[config.mk]
export PLATFORM = sky130hd
export DESIGN_NAME = cri_ctrl
export DESIGN_NICKNAME = d
export VERILOG_FILES = /design/src/rtl/cri_pkg.sv /design/src/rtl/cri_sync_if.sv /design/src/rtl/cri_ctrl.sv /design/src/rtl/cri_sync.sv
export SDC_FILE = /design/constraint.sdc
export NUM_CORES = 1
export LEC_CHECK = 0
export BUFFER_PORTS_ARGS = -buffer_cell sky130_fd_sc_hd__buf_2
export CORE_MARGIN = 2
export CORE_UTILIZATION = 47
export DETAILED_ROUTE_END_ITERATION = 10
export HOLD_SLACK_MARGIN = 0.15
export PLACE_DENSITY = 0.85
export REMOVE_ABC_BUFFERS = 1
export SYNTH_ARGS = -nofsm -noshare
export SYNTH_HDL_FRONTEND = slang
export SYNTH_SLANG_ARGS = --single-unit
export TNS_END_PERCENT = 20
[constraint.sdc]
create_clock -name core_clk -period 1.84 [get_ports core_clk]
set_clock_uncertainty 0.1 [all_clocks]
set_input_delay 0.368 -clock core_clk [delete_from_list [all_inputs] [get_ports core_clk]]
set_output_delay 0.368 -clock core_clk [all_outputs]
set_load 0.05 [all_outputs]
[src/rtl/cri_pkg.sv]
// Constants and types of the reset, interrupt and system-management control
package cri_pkg;
   // Sequencer states
   typedef enum logic [2:0] {
      CRI_IDLE,
      CRI_INTA1,
      CRI_INTA2,
      CRI_MGMT,
      CRI_DRAIN,
      CRI_GRANT,
      CRI_STOP
   } cri_state_t;

   // Bus cycle kinds issued by this block
   typedef enum logic [1:0] {
      CRI_CYC_NONE,
      CRI_CYC_INTACK,
      CRI_CYC_HALTGNT
   } cri_cyc_t;

   localparam int CRI_SYNC_STAGES = 2;
   localparam int CRI_NIN = 6;
   // Input lane positions in the synchroniser vector
   localparam int CRI_LN_HARD = 0;
   localparam int CRI_LN_SOFT = 1;
   localparam int CRI_LN_MIRQ = 2;
   localparam int CRI_LN_NMI = 3;
   localparam int CRI_LN_SYSM_N = 4;
   localparam int CRI_LN_HALT_N = 5;
   // Idle levels of the lanes: active-low lanes idle high
   localparam logic [5:0] CRI_SYNC_RST = 6'h30;
   // Low cycles required before a non-maskable edge counts
   localparam int CRI_NMI_LOW_MIN = 4;
   localparam logic [2:0] CRI_NMI_LOW_MAX = 3'h4;
   // Power-on state of the system-management base register
   localparam logic [31:0] CRI_BASE_RST = 32'h0000_0000;
endpackage

[src/rtl/cri_sync_if.sv]
// Carrier between the controller and its input synchroniser
`timescale 1ns/1ps
`default_nettype none
interface cri_sync_if #(parameter int W = 6);
   logic [W-1:0] raw;
   logic [W-1:0] synced;
   modport src (output raw, input synced);
   modport dst (input raw, output synced);
endinterface
`default_nettype wire

[src/rtl/cri_ctrl.sv]
// Reset, interrupt, system-management and stop-clock control of the core
//
// Summary of operation
// - hard reset returns core to initial state
// - maskable request taken only when enabled
// - accepted request runs two locked acknowledges
// - non-maskable edge after four low clocks
// - soft reset like hard, base kept
// - falling management edge enters management mode
// - taken at instruction boundaries only
// - never splits locks, never nests
// - one further edge pends until resume
// - active output low from save to restore
// - stop request halts, drains, issues grant
// - bus request output follows internal request
`timescale 1ns/1ps
`default_nettype none
module cri_ctrl
   import cri_pkg::*;
#(
   parameter int BASE_W = 32
) (
   input wire logic core_clk,
   input wire logic srst,
   input wire logic hard_reset_in,
   input wire logic soft_reset_in,
   input wire logic maskable_irq_in,
   input wire logic nmi_in,
   input wire logic sysmgmt_irq_n,
   input wire logic clock_halt_req_n,
   input wire logic instr_boundary,
   input wire logic locked_seq,
   input wire logic if_flag,
   input wire logic core_bus_req,
   input wire logic drain_empty,
   input wire logic bus_cycle_done,
   input wire logic resume_instruction,
   input wire logic restore_last,
   input wire logic base_wr,
   input wire logic [BASE_W-1:0] base_wdata,
   output logic core_reset_q,
   output logic mirq_take_q,
   output logic nmi_take_q,
   output logic mgmt_enter_q,
   output logic sysmgmt_mode,
   output logic sysmgmt_active_n,
   output logic cyc_req_q,
   output cri_cyc_t cyc_type_q,
   output logic cyc_lock_q,
   output logic stopped_q,
   output logic bus_request_out,
   output logic [BASE_W-1:0] sysmgmt_base_reg
);
   // ***************************************************
   // Input synchronisation
   // ***************************************************
   cri_sync_if #(.W(CRI_NIN)) sif ();

   assign sif.raw = {clock_halt_req_n, sysmgmt_irq_n, nmi_in,
                     maskable_irq_in, soft_reset_in, hard_reset_in};

   cri_sync #(
      .W(CRI_NIN),
      .STAGES(CRI_SYNC_STAGES),
      .RST_VAL(CRI_SYNC_RST)
   ) u_sync (
      .core_clk(core_clk),
      .srst(srst),
      .sif(sif)
   );

   wire hard_s = sif.synced[CRI_LN_HARD];
   wire soft_s = sif.synced[CRI_LN_SOFT];
   wire mirq_s = sif.synced[CRI_LN_MIRQ];
   wire nmi_s = sif.synced[CRI_LN_NMI];
   wire sysm_n_s = sif.synced[CRI_LN_SYSM_N];
   wire halt_n_s = sif.synced[CRI_LN_HALT_N];

   // ***************************************************
   // Edge detection and pending flags
   // ***************************************************
   logic nmi_prev_q, sysm_prev_q;
   logic [2:0] nmi_low_q, nmi_low_d;
   logic nmi_pend_q, sysm_pend_q;
   cri_state_t state_q, state_d;

   wire rst_any = srst | hard_s | soft_s;
   wire nmi_rise = nmi_s & ~nmi_prev_q & (nmi_low_q >= CRI_NMI_LOW_MAX);
   wire sysm_fall = ~sysm_n_s & sysm_prev_q;
   wire at_bound = instr_boundary & ~locked_seq;
   wire idle = (state_q == CRI_IDLE);
   wire go_sysm = idle & at_bound & sysm_pend_q;
   wire go_nmi = idle & at_bound & ~sysm_pend_q & nmi_pend_q;
   wire go_mirq = idle & at_bound & ~sysm_pend_q & ~nmi_pend_q &
                  mirq_s & if_flag;
   wire go_halt = idle & at_bound & ~sysm_pend_q & ~nmi_pend_q &
                  ~(mirq_s & if_flag) & ~halt_n_s;
   wire cyc_done = cyc_req_q & bus_cycle_done;

   assign nmi_low_d = nmi_s ? 3'h0 :
                      (nmi_low_q == CRI_NMI_LOW_MAX) ? nmi_low_q :
                      nmi_low_q + 3'h1;

   always_ff @(posedge core_clk) begin
      if (rst_any) begin
         nmi_prev_q <= 1'b0;
         sysm_prev_q <= 1'b1;
         nmi_low_q <= 3'h0;
         nmi_pend_q <= 1'b0;
         sysm_pend_q <= 1'b0;
      end else begin
         nmi_prev_q <= nmi_s;
         sysm_prev_q <= sysm_n_s;
         nmi_low_q <= nmi_low_d;
         nmi_pend_q <= nmi_rise | (nmi_pend_q & ~go_nmi);
         // A second edge inside the routine waits here until resume
         sysm_pend_q <= sysm_fall | (sysm_pend_q & ~go_sysm);
      end
   end

   // ***************************************************
   // Sequencer
   // ***************************************************
   always_comb begin
      state_d = state_q;
      case (state_q)
         CRI_IDLE: begin
            if (go_sysm) begin
               state_d = CRI_MGMT;
            end else if (go_mirq) begin
               state_d = CRI_INTA1;
            end else if (go_halt) begin
               state_d = CRI_DRAIN;
            end
         end
         CRI_INTA1: begin
            if (cyc_done) begin
               state_d = CRI_INTA2;
            end
         end
         CRI_INTA2: begin
            if (cyc_done) begin
               state_d = CRI_IDLE;
            end
         end
         CRI_MGMT: begin
            if (resume_instruction & restore_last) begin
               state_d = CRI_IDLE;
            end
         end
         CRI_DRAIN: begin
            if (drain_empty) begin
               state_d = CRI_GRANT;
            end
         end
         CRI_GRANT: begin
            if (cyc_done) begin
               state_d = CRI_STOP;
            end
         end
         CRI_STOP: begin
            if (halt_n_s) begin
               state_d = CRI_IDLE;
            end
         end
         default: begin
            state_d = CRI_IDLE;
         end
      endcase
   end

   wire next_inta = (state_d == CRI_INTA1) | (state_d == CRI_INTA2);
   wire next_grant = (state_d == CRI_GRANT);
   wire next_mgmt = (state_d == CRI_MGMT);
   // A new acknowledge cycle starts after the previous one completes
   wire next_req = (next_inta | next_grant) & ~(cyc_done & ~(state_d !=
                   state_q));

   always_ff @(posedge core_clk) begin
      if (rst_any) begin
         state_q <= CRI_IDLE;
         core_reset_q <= 1'b1;
         mirq_take_q <= 1'b0;
         nmi_take_q <= 1'b0;
         mgmt_enter_q <= 1'b0;
         sysmgmt_mode <= 1'b0;
         sysmgmt_active_n <= 1'b1;
         cyc_req_q <= 1'b0;
         cyc_type_q <= CRI_CYC_NONE;
         cyc_lock_q <= 1'b0;
         stopped_q <= 1'b0;
         bus_request_out <= 1'b0;
      end else begin
         state_q <= state_d;
         core_reset_q <= 1'b0;
         mirq_take_q <= (state_q == CRI_INTA2) & cyc_done;
         nmi_take_q <= go_nmi;
         mgmt_enter_q <= go_sysm;
         sysmgmt_mode <= next_mgmt;
         sysmgmt_active_n <= ~next_mgmt;
         cyc_req_q <= next_req;
         cyc_type_q <= next_inta ? CRI_CYC_INTACK :
                       next_grant ? CRI_CYC_HALTGNT : CRI_CYC_NONE;
         cyc_lock_q <= next_inta;
         stopped_q <= (state_d == CRI_STOP);
         bus_request_out <= core_bus_req | next_req;
      end
   end

   // Base register survives a soft reset
   always_ff @(posedge core_clk) begin
      if (srst | hard_s) begin
         sysmgmt_base_reg <= CRI_BASE_RST[BASE_W-1:0];
      end else if (base_wr & ~soft_s) begin
         sysmgmt_base_reg <= base_wdata;
      end
   end

   // ***************************************************
   // Assertions
   // ***************************************************
   reset_init_a: assert property (@(posedge core_clk)
      (hard_s | soft_s) |=> (core_reset_q && state_q == CRI_IDLE))
      else $error("reset did not return to initial state");

   mirq_mask_a: assert property (
      @(posedge core_clk) disable iff (srst)
      (state_q == CRI_INTA1 && $past(state_q) == CRI_IDLE) |->
      $past(if_flag) && $past(mirq_s))
      else $error("maskable request taken while disabled");

   inta_pair_a: assert property (
      @(posedge core_clk) disable iff (srst)
      mirq_take_q |-> $past(state_q) == CRI_INTA2 && cyc_type_q !=
      CRI_CYC_HALTGNT)
      else $error("acknowledge finished without second cycle");

   nmi_edge_a: assert property (
      @(posedge core_clk) disable iff (rst_any)
      (!nmi_pend_q && !nmi_rise) |=> !nmi_pend_q)
      else $error("non-maskable pending without qualified edge");

   sysm_latch_a: assert property (
      @(posedge core_clk) disable iff (rst_any)
      sysm_fall |=> sysm_pend_q)
      else $error("management edge lost");

   mgmt_lock_a: assert property (
      @(posedge core_clk) disable iff (srst)
      mgmt_enter_q |-> $past(instr_boundary) && !$past(locked_seq) &&
      sysmgmt_mode)
      else $error("management entry off boundary or inside lock");

   mgmt_nest_a: assert property (
      @(posedge core_clk) disable iff (srst)
      $past(sysmgmt_mode) && sysmgmt_mode |-> !mgmt_enter_q)
      else $error("management routine re-entered");

   active_pin_a: assert property (
      @(posedge core_clk) disable iff (srst)
      sysmgmt_active_n == !sysmgmt_mode)
      else $error("active output disagrees with mode");

   grant_cycle_a: assert property (
      @(posedge core_clk) disable iff (srst)
      (stopped_q && !$past(stopped_q)) |-> $past(cyc_type_q) ==
      CRI_CYC_HALTGNT && $past(bus_cycle_done))
      else $error("stopped without halt-grant cycle");

   busreq_out_a: assert property (
      @(posedge core_clk) disable iff (rst_any)
      core_bus_req |=> bus_request_out)
      else $error("bus request output missed internal request");

   base_keep_a: assert property (@(posedge core_clk)
      (soft_s && !hard_s && !srst) |=> $stable(sysmgmt_base_reg))
      else $error("soft reset altered base register");
endmodule
`default_nettype wire

[src/rtl/cri_sync.sv]
// Multi-stage synchroniser for the asynchronous system inputs
`timescale 1ns/1ps
`default_nettype none
module cri_sync
   import cri_pkg::*;
#(
   parameter int W = 6,
   parameter int STAGES = 2,
   parameter logic [5:0] RST_VAL = 6'h30
) (
   input wire logic core_clk,
   input wire logic srst,
   cri_sync_if.dst sif
);
   // ***************************************************
   // Shift chain, first stage read only by the next one
   // ***************************************************
   logic [W-1:0] stage_q [STAGES];

   always_ff @(posedge core_clk) begin
      if (srst) begin
         for (int i = 0; i < STAGES; i++) begin
            stage_q[i] <= RST_VAL[W-1:0];
         end
      end else begin
         stage_q[0] <= sif.raw;
         for (int i = 1; i < STAGES; i++) begin
            stage_q[i] <= stage_q[i-1];
         end
      end
   end

   assign sif.synced = stage_q[STAGES-1];
endmodule
`default_nettype wire

# After elaboration in Yosys (flattened, before gate mapping)

Memories as Yosys holds them, arrays and structs flattened.
Index checks and enable logic that the tools add are counted.
W data, S select, Z words.

Bitwise operators: 44
Mux-type cells: 18
Reduce and logical (&&, ||, !) cells: 3
Eq/ne operators: 13
$add $sub $neg: 1
Magnitude comparators: 1

Operators with widths:

| kind                  | count |
|---|---|
| $mux W3               | 9 |
| $and A1 B1 Y1         | 22 |
| $pmux W3 S7           | 1 |
| $eq A3 B3 Y1 const B  | 6 |
| $not A1 Y1            | 13 |
| $eq A3 B2 Y1 const B  | 4 |
| $mux W6               | 2 |
| $or A1 B1 Y1          | 9 |
| $eq A3 B1 Y1 const B  | 2 |
| $mux W1               | 5 |
| $reduce_or A2 Y1      | 2 |
| $add A3 B1 Y3 const B | 1 |
| $ge A3 B3 Y1 const B  | 1 |
| $logic_not A3 Y1      | 1 |
| $ne A3 B3 Y1          | 1 |
| $mux W2               | 1 |

Flip-flop bits (word level): 54
Memory bits (writable): 12
Memories kept: 1
Word-level logic and storage cells: 100

Memories:

| memory         | words | width | rd ports | clocked after memory_dff | wr ports | RTL line       | text |
|---|---|---|---|---|---|---|---|
| u_sync.stage_q | 2     | 6     | 2        | 0                        | 2        | cri_sync.sv:18 | `logic [W-1:0] stage_q [STAGES];` |

# Logic depth before layout (Yosys ltp)

Depth after elaboration: 17
Mapped depth: 5
Gate-level depth less buffers: 5

# Modules after synthesis

A second synthesis with hierarchy kept.

Cells, all modules: 261
Area, all modules: 2,337.2 µm²

Modules (own cells, without submodules):

| module   | seq. area each (µm²) | times used | area each (µm²) | cells an instance |
|---|---|---|---|---|
| cri_ctrl | 1,061.0              | 1          | 1,964.4         | 230 |
| cri_sync | 240.2                | 1          | 372.9           | 31 |

# Worst setup path after synthesis

No wires, ideal clock.

Path kind: register to register
Start point: register cyc_req_q
End point: register sysmgmt_active_n
Path slack: 0.070 ns
Data required time: 1.608 ns
Arrival time: 1.538 ns
Cell stages (with the launch flop): 5
Clock period less this slack: 1.770 ns
Setup time: 0.132 ns
Cell sequence: dfxtp_1 -> and4b_2 -> a31oi_1 -> and3_2 -> or3_4

Longest elaborated chain between the ends: 5
Elaborated cells on any way between the ends: 7
Classes of those cells: eq/ne: 1; mux: 4; bitwise: 2

Ends and longest elaborated chain:

| what                       | RTL line                                          | text |
|---|---|---|
| start: declaration         | cri_ctrl.sv:47                                    | `output logic cyc_req_q,` |
| start signal: assignment   | cri_ctrl.sv:201                                   | `cyc_req_q <= next_req;` |
| $and A1 B1 Y1 (*)          | cri_ctrl.sv:98                                    | `wire cyc_done = cyc_req_q & bus_cycle_done;` |
| $mux W3 (on tied branches) | cri_ctrl.sv:157, cri_ctrl.sv:137, cri_ctrl.sv:142 |  |
| $pmux W3 S7 (*)            | cri_ctrl.sv:126                                   | `case (state_q)` |
| $eq A3 B2 Y1 (*)           | cri_ctrl.sv:174                                   | `wire next_mgmt = (state_d == CRI_MGMT);` |
| $not A1 Y1 (*)             | cri_ctrl.sv:200                                   | `sysmgmt_active_n <= ~next_mgmt;` |
| end signal: assignment     | cri_ctrl.sv:200                                   |  |
| end: declaration           | cri_ctrl.sv:46                                    | `output logic sysmgmt_active_n,` |

Mark *: on every way between the ends. The rest lies on a longest branch, timed or not.
A chain may end at the register's enable or synchronous reset.

# Worst setup path in the final report

Start point: register state_q[0]
End point: register sysmgmt_active_n

Longest elaborated chain between the ends: 12
Elaborated cells on any way between the ends: 27
Classes of those cells: eq/ne: 7; mux: 10; bitwise: 9; reduce/logical: 1

Ends and longest elaborated chain:

| what                        | RTL line                                       | text |
|---|---|---|
| start: declaration          | cri_ctrl.sv:85                                 | `cri_state_t state_q, state_d;` |
| start signal: assignment    | cri_ctrl.sv:194                                | `state_q <= state_d;` |
| $logic_not A3 Y1            | cri_ctrl.sv:91, cri_ctrl.sv:126                |  |
| $and A1 B1 Y1               | cri_ctrl.sv:92, cri_ctrl.sv:94, cri_ctrl.sv:96 |  |
| $and A1 B1 Y1 (2 in series) | cri_ctrl.sv:94, cri_ctrl.sv:96                 |  |
| $and A1 B1 Y1               | cri_ctrl.sv:96                                 | `wire go_halt = idle & at_bound & ~sysm_pend_q & ~nmi_pend_q &` |
| $and A1 B1 Y1               | cri_ctrl.sv:97                                 | `~(mirq_s & if_flag) & ~halt_n_s;` |
| $mux W3                     | cri_ctrl.sv:132                                | `end else if (go_halt) begin` |
| $mux W3                     | cri_ctrl.sv:130                                | `end else if (go_mirq) begin` |
| $mux W3                     | cri_ctrl.sv:128                                | `if (go_sysm) begin` |
| $pmux W3 S7 (*)             | cri_ctrl.sv:126                                |  |
| $eq A3 B2 Y1 (*)            | cri_ctrl.sv:174                                |  |
| $not A1 Y1 (*)              | cri_ctrl.sv:200                                |  |

Marked as above.

==> results.toml <==
[layout]
antenna_cells = 0
area_delta_synth_final_pct = 29.6
final_layout_size_suffix_gt1_frac = 0.355
final_cells = 403
final_common_cell = "buf_2"
nets = 398
final_cell_mix = "92 x buf_2, 69 x nand2_1, 65 x dfxtp_1"
fillers = 385
largest_reg_flops = 32

[synth]
synth-edff-count = 0
yosysWarnings = 0
syn_area_um2 = 2260
yosysSeqAreaShare = 0.576
syn_inst = 253
synth.avg_cell_area_um2 = 8.93
ys_types = 35
synthDominantCellAreaShare = 0.576
synth.area.top_cells = "dfxtp_1 58%, nand2_1 11%, a21oi_1 8.4%, nor2b_1 2.8%, clkbuf_1 2.2%"
synth_top_cell_by_area = "dfxtp_1"
ys_seq_elements = 65
async_reset_ff_frac = 0
synth_ff_type = "dfxtp_1"

[floorplanning]
die_area_um2 = 5380
ios = 93
start_util = 0.481
die_h_um = 73.3
die_w_um = 73.3
fp-row-count = 25
coreArea_um2 = 4690

[clock_network]
cts_max_level = 3
clk_latency_ns = 0.32
clkTransAtPathRegs_ns = 0.06
clk_root_buffer_cell = "clkbuf_8"
cts.sinks = 65
cts_tree = "built"
numCtsBuffers = 9
max-clock-path-buffers = 2
post_cts_resized = 0

[grt]
grt_remaining_overflow = 0
antenna_found_initial = 0
grt_pass1_wl_mm = 7.68
track_usage = 0.185
grt_pass1_vias = 1926
grt_max_degree = 33

[hold_path]
whs_path_depth = 2
min_path_type = "in2reg"
hp-start = "maskable_irq_in"
whs_endpoint = "u_sync.stage_q[0][2]"

[timing]
finalSetupTns_ns = 0
tightest_slew_ns = 0.594
slew_headroom = 0.604
period_share = 0.972
max_freq_ghz = 0.559
slew_violations = 0
hold_viol = 0
rsz0062_at_grt = "false"
setup_viol = 0
period_minus_slack_ns = 1.79

[routing]
drt_iter0_drc = 54
wl_per_cell_um = 11.5
viasPerCell = 4.97
ant_nets = 0
vias = 2002
wl_mm = 4.65
firstDrtPassIters = 4
post-route-drc-count = 0

[critical_path]
r2r-start = "state_q[0]"
regToRegEndpoint = "sysmgmt_active_n"
slowest_delay_ns = 0.39
ff2ff_path_depth = 4
crit_type = "reg2reg"
cp_max_fo = 8
worst_setup_path_end_kind = "register"
startpoint_type = "register"
cpMaxStageDelayCell = "dfxtp_1"
cp.arrival_ns = 1.89
crit_path_cell_trace = "nor4_4, nand2_2, o221a_1, or3_4"
ff2ff_setup_slack_ns = 0.05
required_ns = 1.94

[pwr]
p_total_mw = 2.87
p_leak_nw = 1.35
max-vdd-ir-drop_v = 0.000777
p_per_area_nw_per_um2 = 981

[placement]
place.gp.congestion = 0.836
dpl.hpwl_mm = 3.30
io_buffers = 92
dpl.cell_count = 388

[outcome]
status = "finished clean"

[flow_run]
max_cap_viol_count = 0
area by class of cell:
cell class | count | area [um2] | area share
sequential | 65 | 1300 | 0.444
multi-input combinational | 167 | 876 | 0.299
timing repair buffer | 98 | 510 | 0.174
clock buffer | 12 | 145 | 0.0496
tap | 54 | 67.6 | 0.0231
inverter | 6 | 22.5 | 0.00769
clock inverter | 1 | 5.00 | 0.00171
where the power goes:
part           internal [mW]  leakage, nW  switching, mW
clock                  0.502       0.0782          0.453
combinational          0.129        0.738          0.285
sequential              1.47        0.533         0.0317
metal layers:
layer	vias up	share of wire	global-route usage
met4	0	0.015	0.0687
met3	8	0.085	0.0892
met1	895	0.42	0.198
met5	-	0	0
met2	85	0.48	0.314
li1	1014	-	-
critical path, delay by kind of cell (launching register included):
kind / cells / cell delay (ns)
AND/OR/NAND/NOR: 3 / 0.88
flip-flops: 1 / 0.39
AO/OA/AOI/OAI: 1 / 0.29
logic make-up (layout without fill, tap and decap cells):
kind of cell,Yosys count,in the layout,synth area share
buffers and inverters,21,117,0.0371
adders and majority gates,2,2,0.0111
AOI/OAI and AO/OA,50,50,0.123
xor gates and xnor gates,1,1,0.00388
DFF,65,65,0.576
muxes,1,1,0.00443
and+or+nand+nor,113,113,0.244
per-stage QoR:
step	setup slack, ns	instance area, um2	hold slack, ns	util
2_1_floorplan	-0.00863	2200	0.289	-
3_3_place_gp	0.146	2760	0.293	0.588
3_5_place_dp	0.0784	2760	0.294	0.588
4_1_cts	0.0757	2930	0.152	0.624
5_1_grt	0.00622	2930	0.154	0.624
6_report	0.0510	2930	0.163	0.624
cell usage after synthesis (all sizes together) (3+ instances only):
master,n
nand2,70
dfxtp,65
a21oi,38
clkbuf,13
nor2b,10
inv,6
nor2,6
or2,6
nand3b,4
nor3,4
nor4,3
o21ai,3
repair_timing:
action / CTS / global route
endpoints found under the hold margin: 2 / 0
hold buffers: 2 / 0
setup buffers: 0 / 0
worst max-delay path by stage:
stage | startpoint | end | slack [ns] | cells past startpoint
detailed placement | state_q[0] | sysmgmt_active_n | 0.08 | 4
CTS | state_q[0] | sysmgmt_active_n | 0.08 | 4
global route | state_q[0] | cyc_type_q[0] | 0.006 | 5
global placement | state_q[0] | sysmgmt_active_n | 0.15 | 4
finish | state_q[0] | sysmgmt_active_n | 0.05 | 4
floorplan | base_wr | sysmgmt_base_reg[0] | -0.009 | 3
(Power assumes the default switching activity.)
